<file path="config.mk">
export PLATFORM = sky130hd
export DESIGN_NAME = rcc_top
export DESIGN_NICKNAME = d
export VERILOG_FILES = /design/src/hw/rcc_pkg.sv /design/src/hw/rcc_top.sv
export SDC_FILE = /design/constraint.sdc
export NUM_CORES = 1
export LEC_CHECK = 0
export BUFFER_PORTS_ARGS = -buffer_cell sky130_fd_sc_hd__buf_4
export CELL_PAD_IN_SITES_DETAIL_PLACEMENT = 0
export CELL_PAD_IN_SITES_GLOBAL_PLACEMENT = 1
export CORE_MARGIN = 2
export CORE_UTILIZATION = 35
export DETAILED_ROUTE_END_ITERATION = 16
export GPL_ROUTABILITY_DRIVEN = 0
export HOLD_SLACK_MARGIN = 0.15
export PLACE_DENSITY_LB_ADDON = 0.1
export SLEW_MARGIN = 10
export SYNTH_ARGS = -nofsm -noshare
export SYNTH_HDL_FRONTEND = slang
export SYNTH_SLANG_ARGS = --single-unit
</file>
<file path="constraint.sdc">
create_clock -name aclk -period 3 [get_ports aclk]
set_clock_uncertainty 0.05 [all_clocks]
set_input_delay 0.45 -clock aclk [delete_from_list [all_inputs] [get_ports aclk]]
set_output_delay 0.45 -clock aclk [all_outputs]
set_load 0.03 [all_outputs]
</file>
<file path="src/hw/rcc_pkg.sv">
package rcc_pkg;
    // =========================================================
    // Timing
    localparam int CLK_NS   = 10;
    localparam int HOLD_NS  = 500;
    localparam int HOLD_CYC = (HOLD_NS + CLK_NS - 1) / CLK_NS;
    localparam logic [7:0] HOLD_CNT = 8'(HOLD_CYC);
    localparam int BCLK_DIV = 2;
    localparam logic [3:0] BCLK_LAST = 4'(BCLK_DIV - 1);
    localparam logic [7:0] REF_WIN = 8'h10;
    // =========================================================
    // Register map
    localparam int ADDR_W = 12;
    localparam logic [11:0] OFS_CTRL   = 12'h000;
    localparam logic [11:0] OFS_CAUSE  = 12'h004;
    localparam logic [11:0] OFS_STATUS = 12'h008;
    localparam logic [11:0] OFS_CFG    = 12'h00c;
    localparam int CTRL_HARD = 0;
    localparam int CTRL_SOFT = 1;
    localparam int CAUSE_POR  = 0;
    localparam int CAUSE_HARD = 1;
    localparam int CAUSE_SOFT = 2;
    localparam int ST_REF  = 2;
    localparam int ST_POR  = 3;
    localparam int ST_HPIN = 4;
    localparam int ST_SPIN = 5;
    localparam logic [1:0] RESP_OKAY   = 2'h0;
    localparam logic [1:0] RESP_SLVERR = 2'h2;
    // =========================================================
    // Types
    typedef enum logic [1:0] {
        S_POR  = 2'h0,
        S_HARD = 2'h1,
        S_RUN  = 2'h3,
        S_SOFT = 2'h2
    } rcc_state_e;
    typedef struct packed {
        logic [2:0] boot_mode_sel;
        logic [1:0] clock_mode_sel;
        logic       watchdog_enable_strap;
        logic       host_port_sync_strap;
        logic       host_port_wide_strap;
        logic       config_source_strap;
        logic [3:0] device_index_strap;
    } rcc_strap_s;
    typedef struct packed {
        logic       reset_config_strobe;
        rcc_strap_s strap;
    } rcc_cfg_s;
    localparam rcc_cfg_s CFG_RST = '0;
    localparam int SYNC_W = $bits(rcc_strap_s) + 5;
endpackage : rcc_pkg

</file>
<file path="src/hw/rcc_top.sv">
// The AXI4-Lite slave port and the address map were left to the implementer.
`timescale 1ns/100ps
module rcc_top (
    // Clock and reset
    input  wire logic                     aclk,
    input  wire logic                     aresetn,
    // Reset, strap and clock pins
    input  wire logic                     power_on_reset_in_n,
    input  wire logic                     reset_config_strobe_n,
    input  wire rcc_pkg::rcc_strap_s      strap_in,
    input  wire logic                     ref_clock_in,
    input  wire logic                     hard_reset_io_n_i,
    output logic                          hard_reset_io_n_o,
    output logic                          hard_reset_io_oe,
    input  wire logic                     soft_reset_io_n_i,
    output logic                          soft_reset_io_n_o,
    output logic                          soft_reset_io_oe,
    output logic                          bus_clock_out,
    // Internal reset and configuration outputs
    output logic                          hard_domain_rst_n,
    output logic                          soft_domain_rst_n,
    output rcc_pkg::rcc_cfg_s             cfg_out,
    // AXI4-Lite slave
    input  wire logic [rcc_pkg::ADDR_W-1:0] s_axi_awaddr,
    input  wire logic                     s_axi_awvalid,
    output logic                          s_axi_awready,
    input  wire logic [31:0]              s_axi_wdata,
    input  wire logic [3:0]               s_axi_wstrb,
    input  wire logic                     s_axi_wvalid,
    output logic                          s_axi_wready,
    output logic [1:0]                    s_axi_bresp,
    output logic                          s_axi_bvalid,
    input  wire logic                     s_axi_bready,
    input  wire logic [rcc_pkg::ADDR_W-1:0] s_axi_araddr,
    input  wire logic                     s_axi_arvalid,
    output logic                          s_axi_arready,
    output logic [31:0]                   s_axi_rdata,
    output logic [1:0]                    s_axi_rresp,
    output logic                          s_axi_rvalid,
    input  wire logic                     s_axi_rready
);
    import rcc_pkg::*;

    // =========================================================
    // Pin synchronisers
    logic [SYNC_W-1:0] sync1_r;
    logic [SYNC_W-1:0] sync2_r;
    logic              por_s;
    logic              conf_s;
    logic              hard_s;
    logic              soft_s;
    logic              ref_s;
    rcc_strap_s        strap_s;

    always_ff @(posedge aclk) begin
        if (!aresetn) begin
            sync1_r <= '0;
            sync2_r <= '0;
        end else begin
            // Ref clock is slow enough here to be sampled, not clocked on
            sync1_r <= {ref_clock_in, soft_reset_io_n_i, hard_reset_io_n_i,
                        reset_config_strobe_n, power_on_reset_in_n, strap_in};
            sync2_r <= sync1_r;
        end
    end
    assign {ref_s, soft_s, hard_s, conf_s, por_s, strap_s} = sync2_r;

    // =========================================================
    // Strap capture
    logic     por_d_r;
    logic     por_rise;
    rcc_cfg_s cfg_r;
    rcc_cfg_s cfg_nxt;

    assign por_rise = por_s & ~por_d_r;
    always_comb begin
        cfg_nxt = cfg_r;
        // Only the release edge loads; hard and soft resets leave it alone
        if (por_rise) begin
            cfg_nxt.reset_config_strobe = ~conf_s;
            cfg_nxt.strap               = strap_s;
        end
    end
    always_ff @(posedge aclk) begin
        if (!aresetn) begin
            por_d_r <= 1'b0;
            cfg_r   <= CFG_RST;
        end else begin
            por_d_r <= por_s;
            cfg_r   <= cfg_nxt;
        end
    end
    assign cfg_out = cfg_r;

    // =========================================================
    // Reset state machine
    rcc_state_e state_r;
    rcc_state_e state_nxt;
    logic [7:0] cnt_r;
    logic [7:0] cnt_nxt;
    logic       hard_oe_nxt;
    logic       soft_oe_nxt;
    logic       sw_hard;
    logic       sw_soft;
    logic       hold_done;
    logic [2:0] cause_set;

    assign hold_done = (cnt_r == HOLD_CNT);
    always_comb begin
        state_nxt = state_r;
        cnt_nxt   = hold_done ? cnt_r : cnt_r + 8'h01;
        cause_set = 3'h0;
        if (!por_s) begin
            state_nxt = S_POR;
            cnt_nxt   = 8'h00;
        end else begin
            case (state_r)
                S_POR: begin
                    state_nxt = S_HARD;
                    cnt_nxt   = 8'h00;
                    cause_set[CAUSE_POR] = 1'b1;
                end
                S_HARD: begin
                    // Wait for the board to let the pin rise after our release
                    if (hold_done && hard_s) begin
                        state_nxt = S_RUN;
                    end
                end
                S_RUN, S_SOFT: begin
                    if (!hard_s || sw_hard) begin
                        state_nxt = S_HARD;
                        cnt_nxt   = 8'h00;
                        cause_set[CAUSE_HARD] = 1'b1;
                    end else if (state_r == S_RUN && (!soft_s || sw_soft)) begin
                        state_nxt = S_SOFT;
                        cnt_nxt   = 8'h00;
                        cause_set[CAUSE_SOFT] = 1'b1;
                    end else if (state_r == S_SOFT && hold_done && soft_s) begin
                        state_nxt = S_RUN;
                    end
                end
                default: state_nxt = S_POR;
            endcase
        end
        // Open-drain: enable only, level always low
        hard_oe_nxt = (state_nxt == S_POR) ||
                      (state_nxt == S_HARD && cnt_nxt != HOLD_CNT);
        soft_oe_nxt = (state_nxt == S_POR) ||
                      (state_nxt == S_SOFT && cnt_nxt != HOLD_CNT);
    end
    always_ff @(posedge aclk) begin
        if (!aresetn) begin
            state_r           <= S_POR;
            cnt_r             <= 8'h00;
            hard_reset_io_oe  <= 1'b1;
            soft_reset_io_oe  <= 1'b1;
            hard_reset_io_n_o <= 1'b0;
            soft_reset_io_n_o <= 1'b0;
            hard_domain_rst_n <= 1'b0;
            soft_domain_rst_n <= 1'b0;
        end else begin
            state_r           <= state_nxt;
            cnt_r             <= cnt_nxt;
            hard_reset_io_oe  <= hard_oe_nxt;
            soft_reset_io_oe  <= soft_oe_nxt;
            hard_reset_io_n_o <= 1'b0;
            soft_reset_io_n_o <= 1'b0;
            hard_domain_rst_n <= (state_nxt == S_RUN) || (state_nxt == S_SOFT);
            soft_domain_rst_n <= (state_nxt == S_RUN);
        end
    end

    // =========================================================
    // Bus clock and reference clock monitor
    logic [3:0] div_r;
    logic       bclk_en;
    logic       ref_d_r;
    logic [7:0] ref_cnt_r;
    logic [7:0] ref_cnt_nxt;

    assign bclk_en = (div_r == BCLK_LAST);
    always_comb begin
        ref_cnt_nxt = ref_cnt_r;
        if (ref_s != ref_d_r) begin
            ref_cnt_nxt = REF_WIN;
        end else if (ref_cnt_r != 8'h00) begin
            ref_cnt_nxt = ref_cnt_r - 8'h01;
        end
    end
    always_ff @(posedge aclk) begin
        if (!aresetn) begin
            div_r         <= 4'h0;
            bus_clock_out <= 1'b0;
            ref_d_r       <= 1'b0;
            ref_cnt_r     <= 8'h00;
        end else begin
            div_r         <= bclk_en ? 4'h0 : div_r + 4'h1;
            bus_clock_out <= bus_clock_out ^ bclk_en;
            ref_d_r       <= ref_s;
            ref_cnt_r     <= ref_cnt_nxt;
        end
    end

    // =========================================================
    // AXI4-Lite register slave
    logic        aw_held_r;
    logic        w_held_r;
    logic [11:0] awaddr_r;
    logic [31:0] wdata_r;
    logic        wstrb0_r;
    logic [2:0]  cause_r;
    logic        aw_held_nxt;
    logic        w_held_nxt;
    logic [11:0] awaddr_nxt;
    logic [31:0] wdata_nxt;
    logic        wstrb0_nxt;
    logic        bvalid_nxt;
    logic [1:0]  bresp_nxt;
    logic        arready_nxt;
    logic        rvalid_nxt;
    logic [31:0] rdata_nxt;
    logic [1:0]  rresp_nxt;
    logic [2:0]  cause_clr;
    logic        do_wr;

    assign do_wr   = aw_held_r & w_held_r & ~s_axi_bvalid;
    assign sw_hard = do_wr & wstrb0_r & (awaddr_r == OFS_CTRL) & wdata_r[CTRL_HARD];
    assign sw_soft = do_wr & wstrb0_r & (awaddr_r == OFS_CTRL) & wdata_r[CTRL_SOFT];
    always_comb begin
        aw_held_nxt = aw_held_r;
        w_held_nxt  = w_held_r;
        awaddr_nxt  = awaddr_r;
        wdata_nxt   = wdata_r;
        wstrb0_nxt  = wstrb0_r;
        bvalid_nxt  = s_axi_bvalid;
        bresp_nxt   = s_axi_bresp;
        cause_clr   = 3'h0;
        if (s_axi_awvalid && s_axi_awready) begin
            aw_held_nxt = 1'b1;
            awaddr_nxt  = s_axi_awaddr;
        end
        if (s_axi_wvalid && s_axi_wready) begin
            w_held_nxt = 1'b1;
            wdata_nxt  = s_axi_wdata;
            wstrb0_nxt = s_axi_wstrb[0];
        end
        if (s_axi_bvalid && s_axi_bready) begin
            bvalid_nxt = 1'b0;
        end
        if (do_wr) begin
            aw_held_nxt = 1'b0;
            w_held_nxt  = 1'b0;
            bvalid_nxt  = 1'b1;
            bresp_nxt   = RESP_OKAY;
            if (awaddr_r == OFS_CAUSE) begin
                cause_clr = wstrb0_r ? wdata_r[2:0] : 3'h0;
            end else if (awaddr_r != OFS_CTRL && awaddr_r != OFS_STATUS &&
                         awaddr_r != OFS_CFG) begin
                bresp_nxt = RESP_SLVERR;
            end
        end
    end

    always_comb begin
        // Ready returns whenever no read answer is pending; reset loads it low, so it first rises one cycle after reset
        arready_nxt = ~s_axi_rvalid;
        rvalid_nxt  = s_axi_rvalid;
        rdata_nxt   = s_axi_rdata;
        rresp_nxt   = s_axi_rresp;
        if (s_axi_rvalid && s_axi_rready) begin
            rvalid_nxt  = 1'b0;
            arready_nxt = 1'b1;
        end
        if (s_axi_arvalid && s_axi_arready) begin
            arready_nxt = 1'b0;
            rvalid_nxt  = 1'b1;
            rresp_nxt   = RESP_OKAY;
            rdata_nxt   = 32'h0000_0000;
            if (s_axi_araddr == OFS_CTRL) begin
                rdata_nxt = 32'h0000_0000;
            end else if (s_axi_araddr == OFS_CAUSE) begin
                rdata_nxt[2:0] = cause_r;
            end else if (s_axi_araddr == OFS_STATUS) begin
                rdata_nxt[1:0]     = state_r;
                rdata_nxt[ST_REF]  = (ref_cnt_r != 8'h00);
                rdata_nxt[ST_POR]  = por_s;
                rdata_nxt[ST_HPIN] = hard_s;
                rdata_nxt[ST_SPIN] = soft_s;
            end else if (s_axi_araddr == OFS_CFG) begin
                rdata_nxt[$bits(rcc_cfg_s)-1:0] = cfg_r;
            end else begin
                rresp_nxt = RESP_SLVERR;
            end
        end
    end

    always_ff @(posedge aclk) begin
        if (!aresetn) begin
            aw_held_r     <= 1'b0;
            w_held_r      <= 1'b0;
            awaddr_r      <= 12'h000;
            wdata_r       <= 32'h0000_0000;
            wstrb0_r      <= 1'b0;
            s_axi_awready <= 1'b0;
            s_axi_wready  <= 1'b0;
            s_axi_bvalid  <= 1'b0;
            s_axi_bresp   <= RESP_OKAY;
            s_axi_arready <= 1'b0;
            s_axi_rvalid  <= 1'b0;
            s_axi_rdata   <= 32'h0000_0000;
            s_axi_rresp   <= RESP_OKAY;
            cause_r       <= 3'h0;
        end else begin
            aw_held_r     <= aw_held_nxt;
            w_held_r      <= w_held_nxt;
            awaddr_r      <= awaddr_nxt;
            wdata_r       <= wdata_nxt;
            wstrb0_r      <= wstrb0_nxt;
            s_axi_awready <= ~aw_held_nxt & ~bvalid_nxt;
            s_axi_wready  <= ~w_held_nxt & ~bvalid_nxt;
            s_axi_bvalid  <= bvalid_nxt;
            s_axi_bresp   <= bresp_nxt;
            s_axi_arready <= arready_nxt & ~rvalid_nxt;
            s_axi_rvalid  <= rvalid_nxt;
            s_axi_rdata   <= rdata_nxt;
            s_axi_rresp   <= rresp_nxt;
            // Set wins over a simultaneous write-one-to-clear
            cause_r       <= (cause_r & ~cause_clr) | cause_set;
        end
    end
endmodule : rcc_top

</file>
[Word level (Yosys, flattened, before mapping)]
Cells that the tools add are included.
Storage, ports and cells
  memories: 0
  RAM bits: 0
  logic and storage cells: 152
  memory bits (read-only): 0
  register bits: 123
  bits in latches: 0
  bits of input ports: 85
  output and inout port bits: 62
Operators by class
  $lt $le $gt $ge: 0
  shift-type cells: 0
  multiplexer cells: 44
  add/subtract/negate cells: 3
  divide/modulo/power cells: 0
  equal/unequal tests: 16
  reductions and logical operators: 30
  bitwise logic cells: 23
  multiply operators: 0
Operators with widths (number)
  8-bit two-way mux: 5
  14-bit two-way mux: 2
  12-bit by 3-bit equality test with 1-bit output, second input constant: 2
  12-bit by 4-bit equality test with 1-bit output, second input constant: 2
  12-bit logical NOT: 2
  2-bit two-way mux: 12
  12-bit by 4-bit != test with 1-bit output, second input constant: 2
  8-bit case mux with 2 select lines: 1
  3-bit two-way mux: 5
  1-bit two-way mux: 14
  1-bit logical AND: 13
  12-bit nonzero test: 1
  11-bit two-way mux: 1
  1-bit bitwise AND: 10
  5-bit two-way mux: 2
  1-bit inverter: 9
  8-bit by 1-bit adder with 8-bit output, second input constant: 1
  2-bit equality test, second input constant: 4
  8-bit by 6-bit equality test with 1-bit output, second input constant: 1
  8-bit by 6-bit != test with 1-bit output, second input constant: 1
  8-bit nonzero test: 1
  8-bit by 1-bit subtractor with 8-bit output, second input constant: 1
  6-bit two-way mux: 1
  2-bit case mux with 3 select lines: 1
  other kinds (13): 22

[Logic depth before layout (Yosys ltp)]
  depth in word-level cells: 14
  gate-level depth with buffers: 8

[Least setup slack after synthesis]
Ideal clock, no wire load.
  kind: register to register
  start: reg cnt_r[0]
  end: reg soft_reset_io_oe
  cell stages (with the launch flop): 7
  data arrival time: 2040 ps
  data required time: 2834 ps
  slack: 793 ps
  path buffers: 0
  path through: dfxtp_1 -> inv_1 -> ha_1 -> or4b_4 -> nor3_1 -> o221ai_1 -> a31o_2
Between the ends
  word-level cells in the longest chain between the ends: 11
  elaborated cells between the ends (all ways): 21
RTL lines
  from (decl): line rcc_top.sv:99  | logic [7:0] cnt_r;
  from (signal assigned): line rcc_top.sv:163  | cnt_r <= cnt_nxt;
  branches (longest 10 deep; another with 8-bit by 1-bit adder with 8-bit output)
  1-bit logical OR (*): line rcc_top.sv:148  | soft_oe_nxt = (state_nxt == S_POR) ||
  to (signal assigned): line rcc_top.sv:165  | soft_reset_io_oe <= soft_oe_nxt;
  to (decl): line rcc_top.sv:17  | output logic soft_reset_io_oe,
Every way passes the cells marked *.
A chain may end at the register's enable or synchronous reset.

[Final worst setup path]
Ends and elaborated chain as after synthesis.

==> reports/metrics.yaml <==
tns_ns: 0
numCtsBuffers: 17
n_antenna_cell: 0
die_h_microns: 121
syn_avg_cell_area_sq_um: 9.17
grt_pass1_wl_mm: 17.4
drt-initial-drc-count: 194
arrival_ns: 2.63
syn_to_final_growth_pct: 27.8
wl_mm: 10.5
leakagePower_nw: 2.51
stdcell_area_sq_mm: 0.00613
vias: 3707
grt-ovfl-total: 0
status: "finished, final reports clean"
core_sq_mm: 0.0133
rows: 42
post_dp_cell_area_sq_mm: 0.00558
cts_max_level: 4
critPathKind: "flop to flop"
power.total_mw: 4.12
final_nets: 706
peakVddDrop_mv: 0.378
critPathRequiredTime_ns: 3.25
cts_root_buf: "clkbuf_16"
port_buffers: 92
start_util_pct: 36.1
min_period_ns: 2.39
antenna_found_initial: 0
antenna_left: 0
tightest_slew_ns: 0.604
wl_per_cell_microns: 13.1
hold_violations: 0
cts_resized: 0
synthTopCellsByCount: "dfxtp_1 (121), nand2_1 (84), and2_1 (49)"
cap_violations: 0
drv_slew: 0
worst_hold_slack_ns: 0.195
dr.pass1.iters: 4
grt_start_max_net_pins: 62
start_kind: "flop"
io_pins: 147
grt_usage_pct: 15.3
drc: 0
cts.path.max_buffers: 2
netlist.area_leader.share_pct: 50.5
vias_per_cell: 4.62
syn_area_sq_mm: 0.00480
async_flop_share_pct: 0
synth-edff-count: 0
yosys.area.top_type: "dfxtp_1"
ys.flop_type: "dfxtp_1"
clkTransAtPathRegs_ns: 0.05
synth-seq-cells: 121
yosys_warnings: 0
crit_fanout: 9
synthDistinctLibCells: 49
ys_seq_area_share_pct: 50.5
period_share_pct: 79.5
hold_class: "input port to flop"
pre_cts_slack_ns: 0.620
drive_above_1_share_pct: 21.7
p_per_area_mw_per_mm2: 673
slew_headroom_pct: 59.7
dieArea_sq_mm: 0.0147
fmax_mhz: 419
clock_latency_ns: 0.41
setup_violations: 0
synth_area_leaders: "dfxtp_1 (51%), nand2_1 (6.6%), and2_1 (6.4%), a21boi_0 (5.5%), buf_4 (3.4%)"
cts.sinks: 121
cts_hold_buf: 0
postLayoutSetupSlackWorst_ns: 0.614
die_w_microns: 121
yosysMostFrequentCell: "dfxtp_1"
grt_pass1_vias: 3585
cts_setup_buffers: 0
netlist_instances: 523
rsz0062_at_grt: "no"
dpl.hpwl_mm: 7.45
cp-end-kind: "flop"
cts_tree: "built"
-- final cells by class --
cell class,instances,area [sq um]
timing repair buffer,99,743
clock inverter,9,75.1
clock buffer,21,470
sequential,121,2420
multi-input combinational,367,2160
inverter,10,37.5
fill,1321,7170
tap,176,220
-- logic make-up (layout without fill, tap and decap cells) --
group	Yosys count	after routing	synth area share [%]
AOI/OAI and AO/OA	87	87	13.1
xor gates and xnor gates	14	14	2.56
adders and majority gates	5	5	1.30
buffers and inverters	56	139	6.13
DFF	121	121	50.5
muxes	8	8	1.67
other	1	22	0.0782
and+or+nand+nor	231	231	24.6
-- critical path, cell delays in order (launching register included) --
cell and delay (ns):
dfxtp_1 0.48, inv_1 0.13, ha_1 0.32, or4_1 0.53
a2111oi_0 0.34, nand4_1 0.19, a31o_2 0.23
-- layout by cell type, fill, tap and decap left out, types with 3 or more instances in the layout --
cell type    n
clkbuf_16   17
and3_1       4
nand2_1     84
nand4_1      3
o21ai_0     12
or4_1        5
xor2_1       8
buf_4       99
o31ai_1      4
a21boi_0    35
a22oi_1      8
xnor2_1      6
nor4_1       5
ha_1         5
a21oi_1     12
nand3_1     11
nor2b_1     12
and2_1      49
or3_1        3
nor2_1      25
nand2b_1     9
clkinv_2     6
inv_1       10
nor3_1      10
mux2i_1      8
clkbuf_8     3
conb_1      22
dfxtp_1    121
-- power by group --
| group | switching [mW] | internal (mW) |
|---|---|---|
| clock network | 0.682 | 1.18 |
| logic | 0.272 | 0.218 |
| registers | 0.0670 | 1.70 |
-- flip-flops by register name, indices dropped and copies added (netlist names), 2 cells and up --
| signal | cells |
|---|---|
| awaddr_r | 12 |
| cause_r | 3 |
| cfg_out | 14 |
| cnt_r | 8 |
| div_r | 4 |
| ref_cnt_r | 8 |
| s_axi_rdata | 14 |
| state_r | 2 |
| sync1_r | 18 |
| sync2_r | 18 |
| wdata_r | 3 |
-- metrics by stage --
stage                     util [%]  instances
after detailed placement      42.0        773
final                         46.1        803
after global placement        42.0        773
after global routing          46.1        803
after CTS                     46.1        803
after floorplan                  -        544
-- layer usage --
| layer | GRT usage [%] | wire length (microns) | up-vias |
|---|---|---|---|
| met4 | 6.54 | 138 | 0 |
| met5 | 0 | 0 | - |
| met3 | 5.36 | 662 | 11 |
| met2 | 24.3 | 4890 | 86 |
| met1 | 18.8 | 4830 | 1703 |
| li1 | - | - | 1907 |
-- path summary, 6_finish.rpt --
check	from	endpoint	slack, ns	cells after the start
setup / recovery	cnt_r[0]	soft_reset_io_oe	0.61	6
hold / removal	strap_in[8]	sync1_r[8]	0.19	2
setup reg to reg	cnt_r[0]	soft_reset_io_oe	0.61	6
hold reg to reg	sync1_r[14]	sync2_r[14]	0.38	1
Note: power is estimated with default switching activity, not from simulation.
